File: config.mk
export PLATFORM = sky130hd
export DESIGN_NAME = ipr_regs
export DESIGN_NICKNAME = d
export VERILOG_FILES = /design/src/ipr_field.v /design/src/ipr_req_gate.v /design/src/ipr_regs.v
export VERILOG_INCLUDE_DIRS = /design/src
export SDC_FILE = /design/constraint.sdc
export NUM_CORES = 1
export LEC_CHECK = 0
export BUFFER_PORTS_ARGS = -buffer_cell sky130_fd_sc_hd__buf_4
export CAP_MARGIN = 20
export CORE_MARGIN = 5
export CORE_UTILIZATION = 44
export DETAILED_ROUTE_END_ITERATION = 6
export PLACE_DENSITY = 0.76
export SLEW_MARGIN = 25
export SYNTH_ARGS = -nofsm -noshare
export SYNTH_HDL_FRONTEND = slang
export SYNTH_SLANG_ARGS = --single-unit
File: constraint.sdc
create_clock -name aclk -period 1.6 [get_ports aclk]
set_clock_uncertainty 0.1 [all_clocks]
set_input_delay 0.16 -clock aclk [delete_from_list [all_inputs] [get_ports aclk]]
set_output_delay 0.16 -clock aclk [all_outputs]
set_load 0.01 [all_outputs]
File: src/ipr_defines.vh
`ifndef IPR_DEFINES_VH
`define IPR_DEFINES_VH

// Bus geometry
`define IPR_ADDR_W        8
`define IPR_DATA_W        32
`define IPR_STRB_W        4
`define IPR_REG_W         16

// Register byte offsets
`define IPR_OFS_ADC_UART1 8'h00
`define IPR_OFS_CHG_CMP   8'h04
`define IPR_OFS_EXT1      8'h08
`define IPR_OFS_TMR4_OC   8'h0C
`define IPR_OFS_U2_T5     8'h10
`define IPR_OFS_REQ_STAT  8'h14
`define IPR_OFS_EN_STAT   8'h18

// Priority field geometry and codes
`define IPR_FIELD_W       3
`define IPR_FIELD_RST     3'h4
`define IPR_LVL_OFF       3'h0
`define IPR_LVL_MIN       3'h1
`define IPR_LVL_MAX       3'h7
`define IPR_NUM_SRC       14

// Field low-bit positions inside their registers
`define IPR_LSB_CONV_DONE 4
`define IPR_LSB_SER1_SEND 0
`define IPR_LSB_PIN_CHG   12
`define IPR_LSB_COMPARE   8
`define IPR_LSB_TW1_MST   4
`define IPR_LSB_TW1_SLV   0
`define IPR_LSB_EXT1      0
`define IPR_LSB_TMR4      12
`define IPR_LSB_OC4       8
`define IPR_LSB_OC3       4
`define IPR_LSB_SER2_SEND 12
`define IPR_LSB_SER2_RECV 8
`define IPR_LSB_EXT2      4
`define IPR_LSB_TMR5      0

// AXI responses
`define IPR_RESP_OKAY     2'h0
`define IPR_RESP_SLVERR   2'h2

`endif

File: src/ipr_field.v
`timescale 1ns/10ps
`default_nettype none
`include "ipr_defines.vh"

module ipr_field #(
    parameter [`IPR_FIELD_W-1:0] RST = `IPR_FIELD_RST
) (
    input  wire                    aclk,
    input  wire                    aresetn,
    input  wire                    wr_en,
    input  wire [`IPR_FIELD_W-1:0] wr_data,
    output reg  [`IPR_FIELD_W-1:0] level_q
);

    // RL5 - Level four at reset
    always @(posedge aclk) begin
        if (!aresetn) begin
            level_q <= RST;
        end else if (wr_en) begin
            level_q <= wr_data;
        end
    end

endmodule
`default_nettype wire

File: src/ipr_req_gate.v
`timescale 1ns/10ps
`default_nettype none
`include "ipr_defines.vh"

module ipr_req_gate (
    input  wire                    aclk,
    input  wire                    aresetn,
    input  wire [`IPR_FIELD_W-1:0] level,
    input  wire                    req_in,
    output wire                    enabled,
    output reg                     req_q
);

    // RL2 - Zero blocks requests
    assign enabled = (level != `IPR_LVL_OFF);

    always @(posedge aclk) begin
        if (!aresetn) begin
            req_q <= 1'b0;
        end else begin
            req_q <= req_in & enabled;
        end
    end

endmodule
`default_nettype wire

File: src/ipr_regs.v
// Notes on behaviour
// RL1 - Code 111 means level seven, highest
// RL2 - Code 000 disables the source entirely
// RL3 - Code 001 is level one, ascending
// RL4 - Unused bits ignore writes, read zero
// RL5 - Fields reset to 100, stay writable
// RL6 - Reg0: converter done bits 6-4
// RL7 - Reg0: serial one send bits 2-0
// RL8 - Reg1: pin change 14-12, comparator 10-8
// RL9 - Reg1: two-wire master 6-4, slave 2-0
// RL10 - Reg2: external pin one bits 2-0
// RL11 - Reg3: timer four bits 14-12
// RL12 - Reg3: compare four bits 10-8
// RL13 - Reg3: compare three bits 6-4
// RL14 - Reg4: serial two send, receive
// RL15 - Reg4: external pin two, timer five
`timescale 1ns/10ps
`default_nettype none
`include "ipr_defines.vh"

module ipr_regs (
    input  wire                     aclk,
    input  wire                     aresetn,
    input  wire [`IPR_ADDR_W-1:0]   s_axi_awaddr,
    input  wire [2:0]               s_axi_awprot,
    input  wire                     s_axi_awvalid,
    output wire                     s_axi_awready,
    input  wire [`IPR_DATA_W-1:0]   s_axi_wdata,
    input  wire [`IPR_STRB_W-1:0]   s_axi_wstrb,
    input  wire                     s_axi_wvalid,
    output wire                     s_axi_wready,
    output reg  [1:0]               s_axi_bresp,
    output reg                      s_axi_bvalid,
    input  wire                     s_axi_bready,
    input  wire [`IPR_ADDR_W-1:0]   s_axi_araddr,
    input  wire [2:0]               s_axi_arprot,
    input  wire                     s_axi_arvalid,
    output wire                     s_axi_arready,
    output reg  [`IPR_DATA_W-1:0]   s_axi_rdata,
    output reg  [1:0]               s_axi_rresp,
    output reg                      s_axi_rvalid,
    input  wire                     s_axi_rready,
    input  wire [`IPR_NUM_SRC-1:0]  src_req_in,
    output wire [`IPR_NUM_SRC-1:0]  src_req_q,
    output wire [`IPR_FIELD_W-1:0]  converter_done_level,
    output wire [`IPR_FIELD_W-1:0]  serial_one_send_level,
    output wire [`IPR_FIELD_W-1:0]  pin_change_level,
    output wire [`IPR_FIELD_W-1:0]  comparator_level,
    output wire [`IPR_FIELD_W-1:0]  twowire_one_master_level,
    output wire [`IPR_FIELD_W-1:0]  twowire_one_slave_level,
    output wire [`IPR_FIELD_W-1:0]  ext_pin_one_level,
    output wire [`IPR_FIELD_W-1:0]  timer_four_level,
    output wire [`IPR_FIELD_W-1:0]  compare_four_level,
    output wire [`IPR_FIELD_W-1:0]  compare_three_level,
    output wire [`IPR_FIELD_W-1:0]  serial_two_send_level,
    output wire [`IPR_FIELD_W-1:0]  serial_two_receive_level,
    output wire [`IPR_FIELD_W-1:0]  ext_pin_two_level,
    output wire [`IPR_FIELD_W-1:0]  timer_five_level
);

    localparam NSRC = `IPR_NUM_SRC;
    localparam FW   = `IPR_FIELD_W;
    localparam NREG = 5;

    // Register index of each source
    function integer src_reg;
        input integer s;
        begin
            case (s)
                0, 1:       src_reg = 0;
                2, 3, 4, 5: src_reg = 1;
                6:          src_reg = 2;
                7, 8, 9:    src_reg = 3;
                default:    src_reg = 4;
            endcase
        end
    endfunction

    // Field low bit of each source
    function integer src_lsb;
        input integer s;
        begin
            case (s)
                0:       src_lsb = `IPR_LSB_CONV_DONE;
                1:       src_lsb = `IPR_LSB_SER1_SEND;
                2:       src_lsb = `IPR_LSB_PIN_CHG;
                3:       src_lsb = `IPR_LSB_COMPARE;
                4:       src_lsb = `IPR_LSB_TW1_MST;
                5:       src_lsb = `IPR_LSB_TW1_SLV;
                6:       src_lsb = `IPR_LSB_EXT1;
                7:       src_lsb = `IPR_LSB_TMR4;
                8:       src_lsb = `IPR_LSB_OC4;
                9:       src_lsb = `IPR_LSB_OC3;
                10:      src_lsb = `IPR_LSB_SER2_SEND;
                11:      src_lsb = `IPR_LSB_SER2_RECV;
                12:      src_lsb = `IPR_LSB_EXT2;
                default: src_lsb = `IPR_LSB_TMR5;
            endcase
        end
    endfunction

    reg                      aw_held_q;
    reg  [`IPR_ADDR_W-1:0]   aw_addr_q;
    reg                      w_held_q;
    reg  [`IPR_DATA_W-1:0]   w_data_q;
    reg  [`IPR_STRB_W-1:0]   w_strb_q;
    wire                     aw_fire;
    wire                     w_fire;
    wire                     ar_fire;
    wire                     wr_go;
    wire [`IPR_ADDR_W-1:0]   wr_word;
    wire [`IPR_ADDR_W-1:0]   rd_word;
    reg  [NREG-1:0]          wr_hit;
    reg                      wr_mapped;
    reg  [`IPR_REG_W-1:0]    rd_val;
    reg                      rd_mapped;
    wire [NSRC*FW-1:0]       lvl;
    wire [NSRC-1:0]          src_en;
    wire [`IPR_REG_W-1:0]    adc_uart1_tx_priority;
    wire [`IPR_REG_W-1:0]    change_cmp_i2c1_priority;
    wire [`IPR_REG_W-1:0]    ext_pin1_priority;
    wire [`IPR_REG_W-1:0]    timer4_compare34_priority;
    wire [`IPR_REG_W-1:0]    uart2_ext2_timer5_priority;

    // Write channel: address and data taken in either order
    assign s_axi_awready = !aw_held_q && !s_axi_bvalid;
    assign s_axi_wready  = !w_held_q && !s_axi_bvalid;
    assign aw_fire       = s_axi_awvalid && s_axi_awready;
    assign w_fire        = s_axi_wvalid && s_axi_wready;
    assign wr_go         = aw_held_q && w_held_q && !s_axi_bvalid;
    assign wr_word       = {aw_addr_q[`IPR_ADDR_W-1:2], 2'h0};

    always @(posedge aclk) begin
        if (!aresetn) begin
            aw_held_q <= 1'b0;
            aw_addr_q <= {`IPR_ADDR_W{1'b0}};
        end else if (aw_fire) begin
            aw_held_q <= 1'b1;
            aw_addr_q <= s_axi_awaddr;
        end else if (wr_go) begin
            aw_held_q <= 1'b0;
        end
    end

    always @(posedge aclk) begin
        if (!aresetn) begin
            w_held_q <= 1'b0;
            w_data_q <= {`IPR_DATA_W{1'b0}};
            w_strb_q <= {`IPR_STRB_W{1'b0}};
        end else if (w_fire) begin
            w_held_q <= 1'b1;
            w_data_q <= s_axi_wdata;
            w_strb_q <= s_axi_wstrb;
        end else if (wr_go) begin
            w_held_q <= 1'b0;
        end
    end

    // Write address decode
    always @* begin
        wr_hit    = {NREG{1'b0}};
        wr_mapped = 1'b1;
        case (wr_word)
            `IPR_OFS_ADC_UART1: wr_hit[0] = 1'b1;
            `IPR_OFS_CHG_CMP:   wr_hit[1] = 1'b1;
            `IPR_OFS_EXT1:      wr_hit[2] = 1'b1;
            `IPR_OFS_TMR4_OC:   wr_hit[3] = 1'b1;
            `IPR_OFS_U2_T5:     wr_hit[4] = 1'b1;
            `IPR_OFS_REQ_STAT:  wr_mapped = 1'b1;
            `IPR_OFS_EN_STAT:   wr_mapped = 1'b1;
            default:            wr_mapped = 1'b0;
        endcase
    end

    always @(posedge aclk) begin
        if (!aresetn) begin
            s_axi_bvalid <= 1'b0;
            s_axi_bresp  <= `IPR_RESP_OKAY;
        end else if (wr_go) begin
            s_axi_bvalid <= 1'b1;
            s_axi_bresp  <= wr_mapped ? `IPR_RESP_OKAY : `IPR_RESP_SLVERR;
        end else if (s_axi_bready) begin
            s_axi_bvalid <= 1'b0;
        end
    end

    // One storage field and one request gate per source
    genvar gi;
    generate
        for (gi = 0; gi < NSRC; gi = gi + 1) begin : g_src
            localparam integer R = src_reg(gi);
            localparam integer L = src_lsb(gi);
            wire field_we;

            // RL4 - Only field bits written
            assign field_we = wr_go && wr_hit[R] && w_strb_q[L/8];

            ipr_field #(
                .RST     (`IPR_FIELD_RST)
            ) u_field (
                .aclk    (aclk),
                .aresetn (aresetn),
                .wr_en   (field_we),
                .wr_data (w_data_q[L+FW-1:L]),
                .level_q (lvl[gi*FW +: FW])
            );

            ipr_req_gate u_gate (
                .aclk    (aclk),
                .aresetn (aresetn),
                .level   (lvl[gi*FW +: FW]),
                .req_in  (src_req_in[gi]),
                .enabled (src_en[gi]),
                .req_q   (src_req_q[gi])
            );
        end
    endgenerate

    // RL1 - Code equals level
    // RL3 - Ascending binary levels
    assign converter_done_level     = lvl[0*FW +: FW];
    assign serial_one_send_level    = lvl[1*FW +: FW];
    assign pin_change_level         = lvl[2*FW +: FW];
    assign comparator_level         = lvl[3*FW +: FW];
    assign twowire_one_master_level = lvl[4*FW +: FW];
    assign twowire_one_slave_level  = lvl[5*FW +: FW];
    assign ext_pin_one_level        = lvl[6*FW +: FW];
    assign timer_four_level         = lvl[7*FW +: FW];
    assign compare_four_level       = lvl[8*FW +: FW];
    assign compare_three_level      = lvl[9*FW +: FW];
    assign serial_two_send_level    = lvl[10*FW +: FW];
    assign serial_two_receive_level = lvl[11*FW +: FW];
    assign ext_pin_two_level        = lvl[12*FW +: FW];
    assign timer_five_level         = lvl[13*FW +: FW];

    // RL6 - Converter done field
    // RL7 - Serial one send field
    assign adc_uart1_tx_priority = {9'h000, converter_done_level, 1'h0,
                                    serial_one_send_level};

    // RL8 - Pin change, comparator
    // RL9 - Two-wire master, slave
    assign change_cmp_i2c1_priority = {1'h0, pin_change_level,
                                       1'h0, comparator_level,
                                       1'h0, twowire_one_master_level,
                                       1'h0, twowire_one_slave_level};

    // RL10 - External pin one
    assign ext_pin1_priority = {13'h0000, ext_pin_one_level};

    // RL11 - Timer four field
    // RL12 - Compare four field
    // RL13 - Compare three field
    assign timer4_compare34_priority = {1'h0, timer_four_level,
                                        1'h0, compare_four_level,
                                        1'h0, compare_three_level,
                                        4'h0};

    // RL14 - Serial two fields
    // RL15 - External two, timer five
    assign uart2_ext2_timer5_priority = {1'h0, serial_two_send_level,
                                         1'h0, serial_two_receive_level,
                                         1'h0, ext_pin_two_level,
                                         1'h0, timer_five_level};

    // Read channel
    assign s_axi_arready = !s_axi_rvalid;
    assign ar_fire       = s_axi_arvalid && s_axi_arready;
    assign rd_word       = {s_axi_araddr[`IPR_ADDR_W-1:2], 2'h0};

    // RL4 - Unused bits read zero
    always @* begin
        rd_val    = {`IPR_REG_W{1'b0}};
        rd_mapped = 1'b1;
        case (rd_word)
            `IPR_OFS_ADC_UART1: rd_val = adc_uart1_tx_priority;
            `IPR_OFS_CHG_CMP:   rd_val = change_cmp_i2c1_priority;
            `IPR_OFS_EXT1:      rd_val = ext_pin1_priority;
            `IPR_OFS_TMR4_OC:   rd_val = timer4_compare34_priority;
            `IPR_OFS_U2_T5:     rd_val = uart2_ext2_timer5_priority;
            `IPR_OFS_REQ_STAT:  rd_val = {2'h0, src_req_q};
            `IPR_OFS_EN_STAT:   rd_val = {2'h0, src_en};
            default:            rd_mapped = 1'b0;
        endcase
    end

    always @(posedge aclk) begin
        if (!aresetn) begin
            s_axi_rvalid <= 1'b0;
            s_axi_rdata  <= {`IPR_DATA_W{1'b0}};
            s_axi_rresp  <= `IPR_RESP_OKAY;
        end else if (ar_fire) begin
            s_axi_rvalid <= 1'b1;
            s_axi_rdata  <= {16'h0000, rd_val};
            s_axi_rresp  <= rd_mapped ? `IPR_RESP_OKAY : `IPR_RESP_SLVERR;
        end else if (s_axi_rready) begin
            s_axi_rvalid <= 1'b0;
        end
    end

endmodule
`default_nettype wire

==> results of run 1 <==
[flip-flops by register name, indices dropped and copies added, names as in the netlist]
name and cells:
aw_addr_q 6, aw_held_q 1, w_strb_q 2, g_src.u_gate.req_q 14, s_axi_rvalid 1, w_data_q 12
s_axi_rresp 1, g_src.u_field.level_q 42, s_axi_bresp 1, s_axi_rdata 15, w_held_q 1, s_axi_bvalid 1
[critical path, stage by stage]
cell and delay [ns]:
dlygate4sd3_1 0.53, buf_4 0.11, nand2b_1 0.10, buf_4 0.22, and2_1 0.19, a221oi_1 0.27
a21oi_1 0.13
[layout make-up]
class,instances,share of cell area
timing repair buffer,206,0.264
multi-input combinational,352,0.363
tap,136,0.0271
clock buffer,12,0.0247
clock inverter,4,0.00817
antenna,1,0.000398
inverter,5,0.00299
sequential,97,0.310
[timing repair]
action,CTS,global route
resized for setup,1,11
pin swaps,0,4
endpoints found under the setup margin,4,17
endpoints found under the hold margin,35,1
hold buffers,36,1
[layer usage]
metal / up-vias / track usage / wire (µm)
met5: - / 0 / 0
met4: 0 / 0.0900 / 321
li1: 2057 / - / -
met2: 187 / 0.344 / 6470
met3: 28 / 0.0437 / 1040
met1: 1998 / 0.263 / 5650
[report_power, final]
part | switching [µW] | internal, µW | leakage, µW | total, µW
clock | 843 | 810 | 0.000103 | 1650
sequential | 57.2 | 2480 | 0.000791 | 2540
combinational | 292 | 336 | 0.00193 | 629
total | 1190 | 3630 | 0.00282 | 4820
[cell usage in the layout, fill, tap and decap left out, types with 3 or more instances in the layout]
cell type / count
mux2_2: 5
and3_1: 13
a21oi_1: 10
nor2_1: 10
a21boi_0: 18
a222oi_1: 3
nand2b_1: 4
a221oi_1: 5
and2_1: 12
nor3_1: 10
a22oi_1: 3
buf_4: 166
or3_1: 9
nand4_1: 7
inv_1: 5
o21ai_0: 28
dfxtp_1: 95
conb_1: 19
nor2b_1: 26
nand2_1: 71
dlygate4sd3_1: 37
clkbuf_8: 11
nand3_1: 14
mux2i_1: 45
o311a_1: 3
a22o_1: 5
[cells in the mapped netlist, drive strengths merged (5+ instances only)]
| master | instances | area share |
|---|---|---|
| dfxtp | 97 | 0.43 |
| nand2 | 72 | 0.060 |
| mux2i | 45 | 0.10 |
| buf | 42 | 0.065 |
| o21ai | 28 | 0.031 |
| nor2b | 26 | 0.036 |
| clkbuf | 20 | 0.017 |
| a21boi | 19 | 0.032 |
| nand3 | 14 | 0.016 |
| and3 | 13 | 0.018 |
| and2 | 12 | 0.017 |
| nor3 | 12 | 0.017 |
| a21oi | 10 | 0.011 |
| nor2 | 10 | 0.0083 |
| or3 | 9 | 0.012 |
| nand4 | 7 | 0.0097 |
| a221oi | 5 | 0.0097 |
| a22o | 5 | 0.0097 |
| inv | 5 | 0.0042 |
| mux2 | 5 | 0.012 |
[cell families (layout without fill, tap and decap cells)]
family	after synthesis	in the layout	share of synthesized area
buffers and inverters	67	227	0.0861
AO/OA/AOI/OAI	92	92	0.146
AND/OR/NAND/NOR	191	191	0.224
flip-flops	97	97	0.431
multiplexers	50	50	0.112
other	1	20	0.000832
[metrics by stage]
| step | setup slack (ns) | utilization | setup TNS (ns) | hold slack, ns | area (µm²) |
|---|---|---|---|---|---|
| finish | 0.0108 | 0.620 | 0 | 0.0254 | 6280 |
| global route | -0.00517 | 0.619 | -0.0138 | 0.0281 | 6280 |
| CTS | 0.0355 | 0.614 | 0 | 0.00648 | 6230 |
| detailed placement | -0.172 | 0.558 | -1.57 | 0.280 | 5660 |
| global placement | -0.131 | 0.558 | -1.08 | 0.277 | 5660 |
| floorplan | -0.0512 | - | -0.205 | 0.174 | 4580 |
[final timing paths]
| path | slack [ns] | to | startpoint | cells past startpoint |
|---|---|---|---|---|
| max | 0.01 | s_axi_rdata[0]$_SDFFE_PN0P_ | s_axi_arvalid | 7 |
| min | 0.03 | g_src[0].u_field.level_q[2]$_SDFFE_PN1P_ | aresetn | 2 |
| max reg2reg | 0.04 | g_src[0].u_field.level_q[1]$_SDFFE_PN0P_ | s_axi_bvalid$_SDFFE_PN0P_ | 4 |
| min reg2reg | 0.37 | s_axi_rdata[7]$_SDFFE_PN0P_ | s_axi_rdata[7]$_SDFFE_PN0P_ | 2 |
==> metrics.cfg, run 1 <==
[die]
design.die.area_mm2=0.0124
core_region_area_mm2=0.0101
die_h_um=111
io_pins=176
start_util=0.445
fp.dieW_um=111
rows=37

[timing]
period_minus_slack_ns=1.59
timing_hold_violations_final=0
finalCritPeriodShare=0.993
rsz0062_at_grt=yes
maxSlewViolCount=0
timing.final.setup_violations=0
clock.fmax_mhz=629

[cells_and_area]
layout.area.seq_mm2=0.00194
final_layout_size_suffix_gt1_frac=0.302
final-instance-count-excl-fill=813
multiInputGateArea_mm2=0.00228
nets=750
area_growth_syn_to_fin_pct=39.4
count_of_filler_cells_inserted_in_the_layout=837

[route]
route.detailed.wl_per_inst_um=16.6
drt-pass1-iter-count=4
antenna_left=0
vias_per_std_cell=5.25
vias=4270
drt_wl_total_mm=13.5
drc_violation_count_after_routing=0
initialDrtViolationCount=264

[logic_synthesis]
synth_sequential_area_ratio=0.431
post_synth.cell_area_avg_um2=9.05
async_reset_ff_frac=0
ys_seq_elements=97
count_of_flip_flops_with_a_built_in_enable_after_synthesis=0
yosysWarnings=0
synth.distinct_cells=50
yosys_most_used_dff=dfxtp_1
synthesized_cell_area_mm2=0.00451
syn-instance-count=498

[clocking]
cts_max_path_buffers=2
tritoncts=yes
post-cts-setup-buffer-count=0
clkTransAtPathRegs_ns=0.09
clock_buffer_count_from_cts=9
clock_tree.htree_level_count=3
worstSkewPairLatency_ns=0.36
total_clock_sinks=97
cts.root.buffer_cell=clkbuf_8

[grt]
grt_antenna_before_repair=0
grt_start_max_net_pins=42
gr-total-overflow=0
vias_in_the_first_global_route=4325
global_route.usage.total=0.208
grt_pass1_wl_mm=21.4

[setup_path]
critical_path_class=in -> reg
critPathLaunchType=input port
timing.critical_path.to_type=register
worst_path_arrival_time_ns=1.72
crit_fanout=17
timing.critical_path.required_ns=1.73

[pwr]
vdd.ir_drop.worst_mv=0.483
p_per_area_mw_per_mm2=767
leakagePower_uw=0.00282
power_uw=4820

[outcome]
run_status=complete, no violations

[place]
hpwlAfterDp_mm=10.1
placement.io_buffers=124
placed_instance_count=759
routabilityCongestion=0.814

[job]
cap_viol_max_count=0

[min_path]
min_path_type=in -> reg

No activity file was read; power rests on OpenSTA's default activity.
==> run 2: changes to the inputs <==
- CORE_ASPECT_RATIO: unset -> 0.7
- MAX_ROUTING_LAYER: unset -> met4
==> metrics.cfg, run 2 (synthesized netlist as in run 1, its figures left out) <==
[clocking]
clock_buffer_count_from_cts=9  ; unchanged
cts.root.buffer_cell=clkbuf_16
worstSkewPairLatency_ns=0.34  ; -0.02 ns
cts_max_path_buffers=2  ; unchanged
tritoncts=yes
clkTransAtPathRegs_ns=0.06  ; -0.03 ns
total_clock_sinks=97  ; unchanged
clock_tree.htree_level_count=3  ; unchanged

[setup_path]
reg2regPathDepth=4  ; unchanged
r2r_setup_slack_ns=0.04  ; about the same
critical_path_class=reg -> reg
r2r_start=aw_addr_q[6]$_SDFFE_PN0P_
crit_fanout=4  ; -13
timing.critical_path.required_ns=1.73  ; about the same
endpoint=g_src[1].u_field.level_q[1]$_SDFFE_PN0P_
critPathLaunchType=register
worst_path_arrival_time_ns=1.69  ; -0.03 ns
timing.critical_path.to_type=register
critical_path.startpoint=aw_addr_q[6]$_SDFFE_PN0P_
reg2reg_to=g_src[1].u_field.level_q[1]$_SDFFE_PN0P_

[grt]
grt_pass1_wl_mm=21.9  ; +2.2%
gr-total-overflow=0  ; unchanged
grt_antenna_before_repair=0  ; unchanged
global_route.usage.total=0.232  ; +0.0236
grt_start_max_net_pins=108  ; +160%
vias_in_the_first_global_route=4239  ; -2.0%

[cells_and_area]
area_growth_syn_to_fin_pct=41.9
nets=753  ; +0.40%
count_of_filler_cells_inserted_in_the_layout=831  ; -0.72%
final_area_mm2=0.00640  ; +1.8%
largestRegisters=g_src.u_field.level_q (42), s_axi_rdata (15), g_src.u_gate.req_q (14)
final_layout_size_suffix_gt1_frac=0.301  ; -0.000890
regMostFlops=g_src.u_field.level_q
diodes=0  ; -1
largest_register_ffs=42  ; unchanged
finalCoreUtilization=0.650  ; +0.0309
most_frequent_standard_cell_in_the_layout_excluding_fill_and_tap_cells=buf_4
most-common-layout-cells=buf_4, dfxtp_1, nand2_1

[route]
drc_violation_count_after_routing=0  ; unchanged
vias_per_std_cell=5.26  ; +0.23%
initialDrtViolationCount=350  ; +33%
drt_wl_total_mm=13.8  ; +2.3%
vias=4243  ; -0.63%
route.detailed.wl_per_inst_um=17.1  ; +3.2%
antenna_left=0  ; unchanged
drt-pass1-iter-count=5  ; +1

[pwr]
power.share.sequential=0.465  ; -0.061
leakagePower_uw=0.00289  ; +2.3%
power_frac_comb=0.117  ; -0.013
total_switching_power_uw=1240  ; +3.7%
p_per_area_mw_per_mm2=853  ; +11%
cellInternalPower_uw=4220  ; +16%
vdd.ir_drop.worst_mv=0.519  ; +7.5%
share_clk_of_total_power=0.418  ; +0.075
p_sw_frac=0.227  ; -0.0210
power_uw=5460  ; +13%

[place]
placement.io_buffers=124  ; unchanged
hpwlAfterDp_mm=10.3  ; +2.3%
detailedPlace.worstSlack_ns=-0.228  ; -0.0552 ns
post_dp_cell_area_mm2=0.00567  ; +0.31%
routabilityCongestion=0.912  ; +12%

[timing]
timing.final.ws_setup_ns=0.0407  ; +0.0300 ns
timing.final.setup_violations=0  ; unchanged
timing_worst_slew_pin_value_ns=0.535
finalCritPeriodShare=0.975  ; -0.0187
timing_hold_violations_final=0  ; unchanged
fin_worst_hold_slack_ns=0.0280  ; +0.00266 ns
period_minus_slack_ns=1.56  ; -0.0300 ns
rsz0062_at_grt=yes
slew_headroom=0.640
clock.fmax_mhz=641  ; +1.9%
maxSlewViolCount=0  ; unchanged

[die]
design.die.area_mm2=0.0124  ; +0.26%
fp.dieW_um=131  ; +18%
rows=30  ; -19%
start_util=0.458  ; +0.0137
core_region_area_mm2=0.00983  ; -3.0%
io_pins=176  ; unchanged
die_h_um=94.7  ; -15%

[job]
cap_viol_max_count=0  ; unchanged

[min_path]
min_path_type=in -> reg

[outcome]
run_status=complete, no violations

[run 2: cell type report]
class	instances	area (µm²)	share of cell area
Clock buffer	12	246	0.0385
Timing Repair Buffer	209	1690	0.264
Inverter	5	18.8	0.00293
Multi-Input combinational cell	352	2270	0.355
Tap cell	128	160	0.0250
Sequential cell	97	1940	0.304
Clock inverter	3	65.1	0.0102
[run 2: through the flow]
step	setup TNS [ns]	instances
6_report	0	806
3_3_place_gp	-1.46	753
3_5_place_dp	-2.53	753
4_1_cts	-0.124	804
2_1_floorplan	-0.205	516
5_1_grt	-0.221	806
[run 2: power by group through the flow]
stage	logic [µW]	clock network (µW)	registers [µW]
CTS	625	2310	2530
global route	699	2420	2540
floorplan	346	0	2580
finish	638	2280	2540
detailed placement	554	0	2590
global placement	537	0	2580
[run 2: worst min path at each step]
stage                         startpoint                                 to  slack (ns)  cells past startpoint
after floorplan           src_req_in[11]  g_src[11].u_gate.req_q$_SDFF_PN0_        0.17                      2
after global placement    src_req_in[11]  g_src[11].u_gate.req_q$_SDFF_PN0_        0.28                      3
after detailed placement  src_req_in[11]  g_src[11].u_gate.req_q$_SDFF_PN0_        0.28                      3
after CTS                  src_req_in[9]   g_src[9].u_gate.req_q$_SDFF_PN0_       0.004                      2
after global routing        s_axi_bready          s_axi_bvalid$_SDFFE_PN0P_        0.03                      3
final                       s_axi_bready          s_axi_bvalid$_SDFFE_PN0P_        0.03                      3
[run 2: routing by layer]
layer,global-route usage,part of all wire
met2,0.376,0.46
met4,0.0514,0.012
met5,-,0
met1,0.300,0.45
met3,0.0480,0.082
[run 2: critical path, stage by stage (launching register included)]
cell and delay [ns]:
dfxtp_2 0.33, nor3_4 0.20, nand2_1 0.11, or4b_4 0.56, mux2i_1 0.14
[run 2: what timing repair did]
item                       in CTS  in global routing
pin swaps                       3                  3
gates resized for setup         3                  8
hold buffers                   35                  1
hold endpoints to repair       34                  1
buffers inserted                1                  2
setup endpoints to repair      10                 24
